File: src/verilog/sram_port_pkg.sv
// Constants and carrier types for the DDR SRAM clock and command port.
// Assumes a single core clock; all link clocks are sampled inputs.
// Function
// - Direction high reads, low writes, under strobe
// - Read data launched on both output clocks
// - Address and control sampled on positive input clock rise
// - Accesses start on positive input clock rise
// - Write data captured on both input clocks
// - Single clock mode launches on input clocks
// - Echo clocks follow the output clocks
// - Single clock mode echoes follow input clocks
// - Strobe low starts two-word burst
// - Data outputs released when not reading
// - Byte selects gate nine-bit bytes per beat
// - Low address bit drives linear burst counter
package sram_port_pkg;
    localparam int DATA_W = 18;
    localparam int ADDR_W = 20;
    localparam int BYTE_W = 9;
    localparam int BYTES = 2;
    localparam int DEPTH = 16;
    localparam int MEM_AW = 4;
    localparam int BURST_LEN = 2;
    localparam logic [DATA_W-1:0] DATA_RESET = 18'h00000;

    typedef struct packed {
        logic [DATA_W-1:0] data;
        logic [BYTES-1:0] byte_write_select_n;
    } beat_type;

    typedef struct packed {
        logic [ADDR_W-1:0] addr;
        logic read;
    } command_type;
endpackage
File: src/verilog/beat_buffer.sv
// Two-entry valid/ready buffer for write beats.
// Assumes both sides run on core_clk.
`timescale 1ns/1ps
module beat_buffer
(
    input wire logic core_clk,
    input wire logic reset,
    input wire sram_port_pkg::beat_type in_beat,
    input wire logic in_valid,
    output logic in_ready,
    output sram_port_pkg::beat_type out_beat,
    output logic out_valid,
    input wire logic out_ready
);
    sram_port_pkg::beat_type mem_q [2];
    sram_port_pkg::beat_type mem_d [2];
    logic wp_q, wp_d, rp_q, rp_d;
    logic [1:0] cnt_q, cnt_d;
    logic push, pop;

    always_comb
    begin
        push = in_valid && (cnt_q != 2'h2);
        pop = out_ready && (cnt_q != 2'h0);
        mem_d = mem_q;
        wp_d = wp_q;
        rp_d = rp_q;
        cnt_d = cnt_q;
        if (push)
        begin
            mem_d[wp_q] = in_beat;
            wp_d = ~wp_q;
        end
        if (pop)
        begin
            rp_d = ~rp_q;
        end
        if (push && !pop)
        begin
            cnt_d = cnt_q + 2'h1;
        end
        else if (pop && !push)
        begin
            cnt_d = cnt_q - 2'h1;
        end
    end

    always_ff @(posedge core_clk)
    begin
        if (reset)
        begin
            wp_q <= 1'b0;
            rp_q <= 1'b0;
            cnt_q <= 2'h0;
            mem_q[0] <= '0;
            mem_q[1] <= '0;
        end
        else
        begin
            wp_q <= wp_d;
            rp_q <= rp_d;
            cnt_q <= cnt_d;
            mem_q <= mem_d;
        end
    end

    assign in_ready = (cnt_q != 2'h2);
    assign out_valid = (cnt_q != 2'h0);
    assign out_beat = mem_q[rp_q];
endmodule

File: src/verilog/ddr_sram_clock_and_command_port.sv
// Device side of a DDR SRAM clock and command port, modelled on core_clk.
// Assumes link clocks are far slower than core_clk; all pins are synchronised.
`timescale 1ns/1ps
module ddr_sram_clock_and_command_port
(
    input wire logic core_clk,
    input wire logic reset,
    input wire logic k_clk,
    input wire logic k_clk_n,
    input wire logic c_clk,
    input wire logic c_clk_n,
    input wire logic single_clock_mode,
    input wire logic load_strobe_n,
    input wire logic read_not_write,
    input wire logic [sram_port_pkg::ADDR_W-1:0] address,
    input wire logic [sram_port_pkg::BYTES-1:0] byte_write_select_n,
    input wire logic [sram_port_pkg::DATA_W-1:0] data_in,
    output logic [sram_port_pkg::DATA_W-1:0] data_out,
    output logic data_oe,
    output logic echo_clock,
    output logic echo_clock_n
);
    localparam int AW = sram_port_pkg::ADDR_W;
    localparam int DW = sram_port_pkg::DATA_W;
    localparam int BW = sram_port_pkg::BYTE_W;
    localparam int NB = sram_port_pkg::BYTES;
    localparam int MAW = sram_port_pkg::MEM_AW;

    typedef enum {IDLE, WRITE_BURST, READ_BURST} state_type;

    // Two-stage synchronisers for all pins.
    logic [3:0] clk_s1_q, clk_s2_q, clk_s3_q;
    logic mode_s1_q, mode_s2_q;
    logic ld_s1_q, ld_s2_q, rw_s1_q, rw_s2_q;
    logic [AW-1:0] addr_s1_q, addr_s2_q;
    logic [NB-1:0] bws_s1_q, bws_s2_q;
    logic [DW-1:0] din_s1_q, din_s2_q;

    always_ff @(posedge core_clk)
    begin
        if (reset)
        begin
            clk_s1_q <= 4'h0;
            clk_s2_q <= 4'h0;
            clk_s3_q <= 4'h0;
            mode_s1_q <= 1'b0;
            mode_s2_q <= 1'b0;
            ld_s1_q <= 1'b1;
            ld_s2_q <= 1'b1;
            rw_s1_q <= 1'b0;
            rw_s2_q <= 1'b0;
            addr_s1_q <= '0;
            addr_s2_q <= '0;
            bws_s1_q <= '1;
            bws_s2_q <= '1;
            din_s1_q <= '0;
            din_s2_q <= '0;
        end
        else
        begin
            clk_s1_q <= {c_clk_n, c_clk, k_clk_n, k_clk};
            clk_s2_q <= clk_s1_q;
            clk_s3_q <= clk_s2_q;
            mode_s1_q <= single_clock_mode;
            mode_s2_q <= mode_s1_q;
            ld_s1_q <= load_strobe_n;
            ld_s2_q <= ld_s1_q;
            rw_s1_q <= read_not_write;
            rw_s2_q <= rw_s1_q;
            addr_s1_q <= address;
            addr_s2_q <= addr_s1_q;
            bws_s1_q <= byte_write_select_n;
            bws_s2_q <= bws_s1_q;
            din_s1_q <= data_in;
            din_s2_q <= din_s1_q;
        end
    end

    logic k_rise, kn_rise, c_rise, cn_rise;
    logic launch_rise, launch_n_rise;
    logic [3:0] rise;

    always_comb
    begin
        rise = clk_s2_q & ~clk_s3_q;
        k_rise = rise[0];
        kn_rise = rise[1];
        c_rise = rise[2];
        cn_rise = rise[3];
        launch_rise = mode_s2_q ? k_rise : c_rise;
        launch_n_rise = mode_s2_q ? kn_rise : cn_rise;
    end

    // Write beats pass a two-entry buffer before the array.
    sram_port_pkg::beat_type wr_in, wr_out;
    logic wr_in_valid, wr_in_ready, wr_out_valid, wr_out_ready;
    logic [AW-1:0] wr_addr_fifo_q [2];
    logic wr_aw_q, wr_ar_q;

    beat_buffer u_beat_buffer
    (
        .core_clk(core_clk),
        .reset(reset),
        .in_beat(wr_in),
        .in_valid(wr_in_valid),
        .in_ready(wr_in_ready),
        .out_beat(wr_out),
        .out_valid(wr_out_valid),
        .out_ready(wr_out_ready)
    );

    logic [DW-1:0] mem_q [sram_port_pkg::DEPTH];
    state_type state_q, state_d;
    logic [AW-1:0] base_q, base_d;
    logic beat_q, beat_d;
    logic [DW-1:0] dout_q, dout_d;
    logic oe_q, oe_d;
    logic cq_q, cq_d, cqn_q, cqn_d;
    logic [AW-1:0] beat_addr;
    logic [MAW-1:0] rd_index, wr_index;
    logic wr_take;

    always_comb
    begin
        state_d = state_q;
        base_d = base_q;
        beat_d = beat_q;
        dout_d = dout_q;
        oe_d = oe_q;
        cq_d = cq_q;
        cqn_d = cqn_q;
        wr_take = 1'b0;
        beat_addr = {base_q[AW-1:1], base_q[0] ^ beat_q};
        rd_index = beat_addr[MAW-1:0];
        if (launch_rise)
        begin
            cq_d = 1'b1;
            cqn_d = 1'b0;
        end
        else if (launch_n_rise)
        begin
            cq_d = 1'b0;
            cqn_d = 1'b1;
        end
        unique case (state_q)
            IDLE:
            begin
                if (k_rise && !ld_s2_q)
                begin
                    base_d = addr_s2_q;
                    beat_d = 1'b0;
                    state_d = rw_s2_q ? READ_BURST : WRITE_BURST;
                end
            end
            WRITE_BURST:
            begin
                if ((kn_rise || k_rise) && wr_in_ready)
                begin
                    wr_take = 1'b1;
                    beat_d = ~beat_q;
                    if (beat_q)
                    begin
                        state_d = IDLE;
                    end
                end
            end
            READ_BURST:
            begin
                if (launch_rise || launch_n_rise)
                begin
                    dout_d = mem_q[rd_index];
                    oe_d = 1'b1;
                    beat_d = ~beat_q;
                    if (beat_q)
                    begin
                        state_d = IDLE;
                    end
                end
            end
        endcase
        if (state_q != READ_BURST && (launch_rise || launch_n_rise))
        begin
            oe_d = 1'b0;
        end
        wr_in.data = din_s2_q;
        wr_in.byte_write_select_n = bws_s2_q;
        wr_in_valid = wr_take;
        wr_out_ready = wr_out_valid;
        wr_index = wr_addr_fifo_q[wr_ar_q][MAW-1:0];
    end

    always_ff @(posedge core_clk)
    begin
        if (reset)
        begin
            state_q <= IDLE;
            base_q <= '0;
            beat_q <= 1'b0;
            dout_q <= sram_port_pkg::DATA_RESET;
            oe_q <= 1'b0;
            cq_q <= 1'b0;
            cqn_q <= 1'b0;
            wr_aw_q <= 1'b0;
            wr_ar_q <= 1'b0;
        end
        else
        begin
            state_q <= state_d;
            base_q <= base_d;
            beat_q <= beat_d;
            dout_q <= dout_d;
            oe_q <= oe_d;
            cq_q <= cq_d;
            cqn_q <= cqn_d;
            if (wr_take)
            begin
                wr_addr_fifo_q[wr_aw_q] <= beat_addr;
                wr_aw_q <= ~wr_aw_q;
            end
            if (wr_out_valid)
            begin
                wr_ar_q <= ~wr_ar_q;
            end
        end
    end

    // Array update; deselected bytes keep their old contents.
    always_ff @(posedge core_clk)
    begin
        if (wr_out_valid)
        begin
            for (int b = 0; b < NB; b++)
            begin
                if (!wr_out.byte_write_select_n[b])
                begin
                    mem_q[wr_index][b*BW +: BW] <= wr_out.data[b*BW +: BW];
                end
            end
        end
    end

    assign data_out = dout_q;
    assign data_oe = oe_q;
    assign echo_clock = cq_q;
    assign echo_clock_n = cqn_q;
endmodule

File: config.mk
export PLATFORM = sky130hd
export DESIGN_NAME = ddr_sram_clock_and_command_port
export DESIGN_NICKNAME = d
export VERILOG_FILES = /design/src/verilog/sram_port_pkg.sv /design/src/verilog/beat_buffer.sv /design/src/verilog/ddr_sram_clock_and_command_port.sv
export SDC_FILE = /design/constraint.sdc
export NUM_CORES = 1
export LEC_CHECK = 0
export BUFFER_PORTS_ARGS = -buffer_cell sky130_fd_sc_hd__buf_2
export CAP_MARGIN = 40
export CORE_MARGIN = 4
export CORE_UTILIZATION = 57
export CTS_BUF_LIST = sky130_fd_sc_hd__clkbuf_8
export DETAILED_ROUTE_END_ITERATION = 10
export PLACE_DENSITY_LB_ADDON = 0.05
export SYNTH_ARGS = -nofsm -noshare
export SYNTH_HDL_FRONTEND = slang
export SYNTH_SLANG_ARGS = --single-unit
File: constraint.sdc
create_clock -name core_clk -period 2 [get_ports core_clk]
set_input_delay 0.5 -clock core_clk [delete_from_list [all_inputs] [get_ports core_clk]]
set_output_delay 0.5 -clock core_clk [all_outputs]
set_load 0.01 [all_outputs]
* Word level (Yosys, flattened, before mapping)
Memories as Yosys holds them, arrays and structs flattened. A register that Yosys moved wholly into a read port is not among the register bits.
Cells that the tools add are included.
** Cells by class
- Add/subtract/negate cells :: 2
- $lt $le $gt $ge :: 3
- Eq/ne operators :: 7
- Multiplexer cells :: 35
- Bitwise operators :: 10
- Reductions and logical operators :: 21
** Operators with widths (count)
- $mux 32 :: 4
- $pmux 32 s3 :: 1
- $mux 20 :: 4
- $bwmux 40 :: 1
- $eq 32x1->1 const B :: 1
- $eq 32x2->1 const B :: 1
- $logic_not 32->1 :: 1
- $ne 32x3->1 const B :: 1
- $demux 20 s1 :: 1
- $mux 1 :: 20
- $ne 2x2->1 const B :: 4
- $logic_and 1x1->1 :: 7
- $mux 2 :: 3
- $reduce_bool 2->1 :: 3
- $not 1->1 :: 5
- $and 4x4->4 :: 1
- $ge 2x2->1 const B :: 2
- $not 1->2 :: 2
- $not 4->4 :: 1
- $reduce_and 2->1 :: 2
- $reduce_or 2->1 :: 2
- $logic_not 1->1 :: 3
- $pmux 1 s3 :: 1
- $reduce_and 3->1 :: 1
- other kinds (5) :: 6
** Storage, ports and cells
- Register bits after elaboration :: 200
- Memory bits (writable) :: 328
- Output and inout bits :: 21
- Memories :: 2
** Memory list
- mem_q :: depth 16, width 18, rd ports 1, clocked after memory_dff 1, wr ports 1, RTL line ddr_sram_clock_and_command_port.sv:112 : logic [DW-1:0] mem_q [sram_port_pkg::DEPTH];
- wr_addr_fifo_q :: depth 2, width 20, rd ports 1, clocked after memory_dff 1, wr ports 1, RTL line ddr_sram_clock_and_command_port.sv:97 : logic [AW-1:0] wr_addr_fifo_q [2];

* Depth between registers and ports, before layout
Gate-level depths: netlist of the first run.
- Depth in word-level cells :: 11
- Depth in mapped cells :: 8

* Hierarchy
Synthesis of the first run repeated with hierarchy kept, for this count alone.
** Second synthesis, totals
- Cell total of the unflattened synthesis :: 999
- Area total of the unflattened synthesis :: 16549.6 µm²
** Modules (own cells, without submodules)
- ddr_sram_clock_and_command_port :: instances 1, cells each 777, area an instance 14450.1 µm², sequential area each 10830.4 µm²
- beat_buffer :: instances 1, cells each 222, area an instance 2099.5 µm², sequential area each 880.8 µm²

* Worst setup path before layout of the first run
OpenSTA, ideal clock, no wires.
- Path type :: reg-to-reg
- From :: register beat_q
- To :: register dout_q[0], in the netlist data_out[0] (read register of mem_q)
- Library setup time :: 117 ps
- Arrival time :: 2032 ps
- Required time :: 1883 ps
- Path slack :: -149 ps
- Cell stages (with the launch flop) :: 7
- Buffers on the path :: 1
- Period minus slack after synthesis :: 2149 ps
- Cell sequence :: dfxtp_1 -> xnor2_2 -> buf_6 -> mux4_1 -> mux2_2 -> a22oi_1 -> nand2_1
** On the way
- Word-level cells in the longest chain between the ends :: 1
** RTL lines
- from (decl) :: RTL line ddr_sram_clock_and_command_port.sv:115 : logic beat_q, beat_d;
- from (signal assigned) :: RTL line ddr_sram_clock_and_command_port.sv:210 : beat_q <= beat_d;
- $xor 1x1->1 :: RTL line ddr_sram_clock_and_command_port.sv:133 : beat_addr = {base_q[AW-1:1], base_q[0] ^ beat_q};
- to (decl) :: RTL line ddr_sram_clock_and_command_port.sv:116 : logic [DW-1:0] dout_q, dout_d;
Every way passes these cells.
A chain may end at the register's enable or synchronous reset.

* Worst setup path after layout of the first run
- From :: register base_q[0]
- To :: register dout_q[3], in the netlist data_out[3] (read register of mem_q)
** On the way
- Word-level cells in the longest chain between the ends :: 1
** RTL lines
- from (decl) :: RTL line ddr_sram_clock_and_command_port.sv:114 : logic [AW-1:0] base_q, base_d;
- from (signal assigned) :: RTL line ddr_sram_clock_and_command_port.sv:209 : base_q <= base_d;
- $xor 1x1->1 :: RTL line ddr_sram_clock_and_command_port.sv:133
Every way passes these cells.

==> results of run 1 <==
==> cell type report <==
cell class	instances	area, sq um	share of cell area [%]
timing repair buffer	145	1230	6.38
multi-input combinational	495	4360	22.6
sequential	437	11700	60.9
clock buffer	87	1200	6.22
tap	378	473	2.46
inverter	12	45.0	0.234
clock inverter	42	234	1.22
==> worst max path at each step <==
stage               depth (start not counted)  slack (ns)           to
floorplan                                   6       0.006  data_out[0]
global placement                            8       -0.12  data_out[3]
detailed placement                          8       -0.15  data_out[3]
CTS                                         9       -0.10  data_out[4]
global route                                9       -0.17  data_out[3]
finish                                      9       -0.08  data_out[3]
==> repair_timing <==
item | 4_1_cts | 5_1_grt
resized for setup | 55 | 24
endpoints found under the setup margin | 18 | 165
pin swaps | 12 | 11
hold endpoints to repair | 0 | 0
buffers inserted | 11 | 4
gates cloned | 1 | 0
==> through the flow <==
step / cells / util (%) / setup TNS [ns]
floorplan: 993 / - / 0
global placement: 1451 / 62.4 / -1.34
detailed placement: 1451 / 62.4 / -1.73
CTS: 1592 / 68.6 / -1.20
global route: 1596 / 68.9 / -1.94
finish: 1596 / 68.9 / -0.550
==> registers in the layout (all words and copies together) (netlist names), 4 cells and up, named ones only <==
register and count:
clk_s2_q 4, din_s1_q 18, clk_s1_q 4, u_beat_buffer.mem_q 40, addr_s2_q 4, data_out 18, mem_q 288, addr_s1_q 4
base_q 4, din_s2_q 18, clk_s3_q 4, wr_addr_fifo_q 8
==> kinds of logic after synthesis <==
family	count (synthesis)	synth area share, %
fa+ha+maj	4	0.309
compound gates	86	3.31
buf+inv	61	1.68
xor+xnor	6	0.371
mux	129	14.2
simple gates	270	7.76
flops	437	72.3
==> layer usage <==
metal,up-vias,global-route usage [%]
met4,0,7.12
met2,224,31.4
met1,4206,28.6
met5,-,0
met3,49,3.43
li1,4060,-
==> power by group <==
part / switching, uW / leakage, uW / internal (uW)
logic: 737 / 0.00227 / 589
clock network: 3320 / 0.000831 / 4200
registers: 136 / 0.00390 / 9920
==> cells in the mapped netlist (2+ instances only) <==
master and number:
o32ai_1 4, a211oi_1 3, inv_1 12, or3_1 2
buf_2 2, ha_1 4, a21oi_1 47, mux2_2 53
nor2b_1 66, nor2_1 49, o21ai_0 5, nor4_1 2
mux4_2 60, mux2i_1 4, buf_6 4, edfxtp_1 296
nor3b_1 3, clkbuf_1 35, nand2_1 131, buf_4 3
and3b_1 2, mux4_1 12, or2_2 6, nor3_1 3
buf_1 5, xor2_1 4, a22oi_1 18, dfxtp_1 141
==> flow_metrics.py, run 1 <==
metrics = {
    "sta": {
        "slew_headroom_pct": 41.3,
        "hold_slack_ns": 0.112,
        "clock_skew_ns": 0.0211,
        "post-route-period-util_pct": 104,
        "fin_crit_ns": 2.08,
        "rsz0062_at_grt": "true",
        "slew_viol_final": 0,
        "final_hold_viol_count": 0,
        "worstMarginPinSlew_ns": 0.880,
        "fmax_mhz": 481,
        "setup_ws_ns": -0.0783,
        "setup_viol": 13,
    },
    "clocking": {
        "root_buffer": "clkbuf_8",
        "clk_path_buf_depth": 3,
        "cts.clk_slew.worst_paths_ns": 0.06,
        "hold_buffers": 0,
        "htreeDepth": 3,
        "cts_tree": "built",
        "clk_latency_ns": 0.57,
        "numCtsBuffers": 71,
        "clock-sinks": 437,
    },
    "global_routing": {
        "antenna_found_initial": 0,
        "grt_remaining_overflow": 0,
        "grt_pass1_wl_um": 48000,
        "grt_max_degree": 38,
        "grt_use_total_pct": 20.0,
        "grt_pass1_vias": 8665,
    },
    "worst_setup_path": {
        "critPathArrivalTime_ns": 2.54,
        "regToRegSetupSlack_ns": -0.08,
        "cpPeakStageDelay_ns": 0.49,
        "crit_buf_inv": 4,
        "worstPathRequired_ns": 2.46,
        "cp_cell_sequence": "xnor2_4, buf_12, buf_12, buf_12, buf_6, mux4_2, mux2_4, nand2_2, nand2_1",
        "r2r-end": "data_out[3]",
        "crit_path_start": "base_q[0]",
        "cp-end-kind": "register",
        "worstReg2RegStart": "base_q[0]",
        "crit_family": "multiplexers",
        "cp_slowest_cell": "mux4_2",
        "cp-start-kind": "register",
        "path_max_fanout": 7,
        "r2r.worst_path.cells": 9,
        "path_class": "reg -> reg",
        "crit_path_frequent_cell": "buf_12",
    },
    "synth": {
        "ys_types": 45,
        "async_flop_share_pct": 0,
        "synth_edf_count": 296,
        "yosysWarnings": 0,
        "avgSynthCellArea_sq_um": 16.3,
        "synth_area_sq_mm": 0.0162,
        "yosys.area.top_type": "edfxtp_1",
        "yosysSeqAreaShare_pct": 72.3,
        "ys_seq_elements": 437,
        "yosys-top-cells-area": "edfxtp_1 (55%), dfxtp_1 (17%), mux4_2 (8.3%)",
        "syn-instance-count": 993,
        "yosys.area.top_type_share_pct": 54.9,
        "ys.flop_type": "edfxtp_1",
        "postSynthNetCount": 1046,
    },
    "placement": {
        "portBuffers": 53,
        "place_congestion": 0.757,
        "dp_hpwl_um": 18200,
        "dpl_cell_area_sq_mm": 0.0174,
        "detailedPlace.worstSlack_ns": -0.152,
    },
    "job": {
        "drv_cap": 0,
    },
    "route": {
        "routed_wl_um": 30000,
        "wl_per_cell_um": 18.8,
        "met3_length_um": 1570,
        "first_pass_iters": 7,
        "drt-vias-per-instance": 5.35,
        "top_layer": "met4",
        "wl_met1_um": 13400,
        "initialDrtViolationCount": 577,
        "drc": 0,
        "drtAntennaViolNets": 0,
        "met2_length_um": 14300,
        "vias": 8539,
    },
    "die": {
        "rows": 61,
        "start_util_pct": 58.0,
        "fp.dieW_um": 177,
        "io_pins": 70,
        "dieArea_sq_mm": 0.0312,
        "core_sq_mm": 0.0279,
        "die_h_um": 177,
    },
    "run_status": {
        "violations": "setup timing",
        "status": "finished, violations left",
    },
    "power": {
        "leakage_uw": 0.00700,
        "vdd_drop_max_mv": 0.634,
        "power_uw": 18900,
        "powerDensity_mw_per_mm2": 981,
    },
    "final_layout": {
        "layout_commonest_cell": "edfxtp_1",
        "mostFrequentLayoutCells": "edfxtp_1 (296), dfxtp_1 (136), nand2_1 (122), clkbuf_8 (87), mux4_2 (70)",
        "fin_nets": 1215,
        "syn2layout_area_growth_pct": 18.9,
        "final_area_sq_mm": 0.0193,
        "drive_gt1_share_pct": 33.4,
        "filler_cell_count": 1971,
        "diodes": 0,
    },
    "hold_path": {
        "hold_start": "load_strobe_n",
        "worstHoldPathType": "in -> reg",
        "min_delay_worst_endpoint": "ld_s1_q",
        "min_path_cells": 2,
    },
}
Note: power is estimated with default switching activity, not from simulation.
==> run 2: changes to the inputs <==
--- a/config.mk
+++ b/config.mk
@@ -5,13 +5,14 @@
 export SDC_FILE = /design/constraint.sdc
 export NUM_CORES = 1
 export LEC_CHECK = 0
-export BUFFER_PORTS_ARGS = -buffer_cell sky130_fd_sc_hd__buf_2
 export CAP_MARGIN = 40
 export CORE_MARGIN = 4
-export CORE_UTILIZATION = 57
+export CORE_UTILIZATION = 59
 export CTS_BUF_LIST = sky130_fd_sc_hd__clkbuf_8
 export DETAILED_ROUTE_END_ITERATION = 10
+export DONT_BUFFER_PORTS = 1
 export PLACE_DENSITY_LB_ADDON = 0.05
+export RECOVER_POWER = 50
 export SYNTH_ARGS = -nofsm -noshare
 export SYNTH_HDL_FRONTEND = slang
 export SYNTH_SLANG_ARGS = --single-unit
==> flow_metrics.py, run 2 (synthesis results as in run 1) <==
metrics = {
    "sta": {
        "setup_viol": 17,
        "slew_headroom_pct": -7.67,
        "final_hold_viol_count": 0,
        "worstMarginPinSlew_ns": 1.62,
        "fin_crit_ns": 2.10,
        "post-route-period-util_pct": 105,
        "clock_skew_ns": 0.0192,
        "rsz0062_at_grt": "true",
        "slew_viol_final": 40,
        "fmax_mhz": 477,
        "setup_ws_ns": -0.0976,
    },
    "hold_path": {
        "worstHoldPathType": "in -> reg",
        "min_path_cells": 1,
        "hold_start": "reset",
    },
    "die": {
        "fp.dieW_um": 174,
        "rows": 60,
        "core_sq_mm": 0.0270,
        "io_pins": 70,
        "dieArea_sq_mm": 0.0302,
        "start_util_pct": 60.1,
        "die_h_um": 174,
    },
    "worst_setup_path": {
        "regToRegSetupSlack_ns": -0.1,
        "crit_family": "multiplexers",
        "worstPathRequired_ns": 2.46,
        "cp_cell_sequence": "xnor2_4, buf_12, buf_12, clkbuf_16, mux4_2, mux2_4, a22oi_2, nand2_1",
        "worstReg2RegStart": "base_q[0]",
        "cpPeakStageDelay_ns": 0.49,
        "path_max_fanout": 6,
        "crit_buf_inv": 3,
        "cp-start-kind": "register",
        "cp_slowest_cell": "mux4_2",
        "r2r-end": "data_out[2]",
        "crit_path_frequent_cell": "buf_12",
        "path_class": "reg -> reg",
        "critPathArrivalTime_ns": 2.55,
        "cp-end-kind": "register",
        "r2r.worst_path.cells": 8,
    },
    "clocking": {
        "root_buffer": "clkbuf_8",
        "clock-sinks": 437,
        "clk_latency_ns": 0.56,
        "clk_path_buf_depth": 3,
        "cts.clk_slew.worst_paths_ns": 0.06,
        "cts_tree": "built",
        "htreeDepth": 3,
        "numCtsBuffers": 70,
    },
    "power": {
        "combPwrFrac_pct": 7.0,
        "vdd_drop_max_mv": 0.871,
        "sw_frac_of_total_pct": 22.4,
        "powerDensity_mw_per_mm2": 985,
        "seqPwrFrac_pct": 54.7,
        "leakage_uw": 0.00661,
        "p_clk_share_pct": 38.3,
        "switchingPower_uw": 4120,
        "power.internal_uw": 14300,
    },
    "route": {
        "initialDrtViolationCount": 572,
        "first_pass_iters": 5,
        "drc": 0,
        "vias": 8524,
        "routed_wl_um": 32300,
        "drt-vias-per-instance": 5.66,
        "wl_per_cell_um": 21.5,
        "drtAntennaViolNets": 0,
    },
    "placement": {
        "dpl_cell_area_sq_mm": 0.0170,
        "place_congestion": 0.758,
        "portBuffers": 0,
        "dp_hpwl_um": 18500,
    },
    "final_layout": {
        "diodes": 0,
        "seq_area_sq_mm": 0.0117,
        "top_register": "mem_q",
        "multi_input_area_sq_mm": 0.00426,
        "final_area_sq_mm": 0.0187,
        "largestRegisters": "mem_q (288), u_beat_buffer.mem_q (40)",
        "largest_reg_flops": 288,
        "fin_nets": 1161,
        "mostFrequentLayoutCells": "edfxtp_1 (296), dfxtp_1 (137), nand2_1 (129), clkbuf_8 (74), mux4_2 (68)",
        "finish.utilization_pct": 69.3,
        "layout_commonest_cell": "edfxtp_1",
        "syn2layout_area_growth_pct": 15.4,
        "filler_cell_count": 1757,
        "drive_gt1_share_pct": 26.9,
    },
    "global_routing": {
        "grt_remaining_overflow": 0,
        "grt_pass1_wl_um": 50300,
        "grt_max_degree": 50,
        "grt_use_total_pct": 21.6,
        "antenna_found_initial": 0,
        "grt_pass1_vias": 8957,
    },
    "job": {
        "drv_cap": 1,
    },
    "run_status": {
        "violations": "capacitance limit, slew limit, setup timing",
        "status": "finished, violations left",
    },
}
-- run 2: cell types whose count changed in the layout (fill, tap and decap cells not counted), moves of 7 or more --
| cell | delta |
|---|---|
| clkbuf_8 | -13 |
| buf_2 | -52 |
| mux2_4 | -11 |
| mux2_2 | +11 |
| dlygate4sd3_1 | +11 |
| clkinv_1 | +10 |
| buf_12 | -9 |
| nand2_1 | +7 |
-- run 2: power by group through the flow --
stage | registers [uW] | clock network [uW] | logic (uW)
floorplan | 10200 | 0 | 811
global placement | 10200 | 0 | 1150
detailed placement | 10300 | 0 | 1180
CTS | 10100 | 7250 | 1280
global route | 10100 | 7700 | 1400
finish | 10100 | 7050 | 1280
-- run 2: per-layer routing --
metal / track usage, % / vias up / routed length, um
met3: 4.89 / 46 / 1650
met2: 35.7 / 228 / 16100
met4: 5.77 / 0 / 566
li1: - / 3952 / -
met5: 0 / - / 0
met1: 29.6 / 4298 / 14000
-- run 2: worst reg2reg max path: stages, from the launching register on --
cell	delay (ns)
dfxtp_2	0.34
xnor2_4	0.24
buf_12	0.18
buf_12	0.12
clkbuf_16	0.15
mux4_2	0.49
mux2_4	0.29
a22oi_2	0.13
nand2_1	0.07
-- run 2: cell type report --
| class | count | area share, % |
|---|---|---|
| multi-input combinational | 495 | 22.8 |
| clock inverter | 54 | 1.64 |
| timing repair buffer | 92 | 4.87 |
| clock buffer | 74 | 5.45 |
| sequential | 437 | 62.7 |
| tap | 341 | 2.28 |
| inverter | 12 | 0.241 |
-- run 2: repair_timing --
item / in CTS / in global routing
pin swaps: 1 / 2
gates cloned: 0 / 3
endpoints found under the setup margin: 18 / 135
endpoints found under the hold margin: 39 / 0
hold buffers: 12 / 0
setup buffers: 2 / 10
resized for setup: 16 / 18
-- run 2: per-stage QoR --
stage	setup slack [ns]	hold WS, ns	setup TNS, ns	instances	power, uW
finish	-0.0976	0.0450	-0.957	1505	18400
global route	-0.191	0.00585	-2.62	1505	19200
CTS	-0.155	0.00737	-1.64	1493	18600
detailed placement	-0.166	0.395	-2.29	1351	11400
global placement	-0.164	0.397	-2.11	1351	11400
floorplan	0.00635	0.389	0	993	11000
-- run 2: worst max-delay path by stage --
stage                   start            to  slack (ns)  cells past startpoint
floorplan              beat_q   data_out[0]       0.006                      6
global placement       beat_q   data_out[1]       -0.16                      6
detailed placement     beat_q   data_out[1]       -0.17                      6
CTS                    beat_q  data_out[11]       -0.16                      8
global route        base_q[0]  data_out[11]       -0.19                      7
finish              base_q[0]   data_out[2]        -0.1                      8
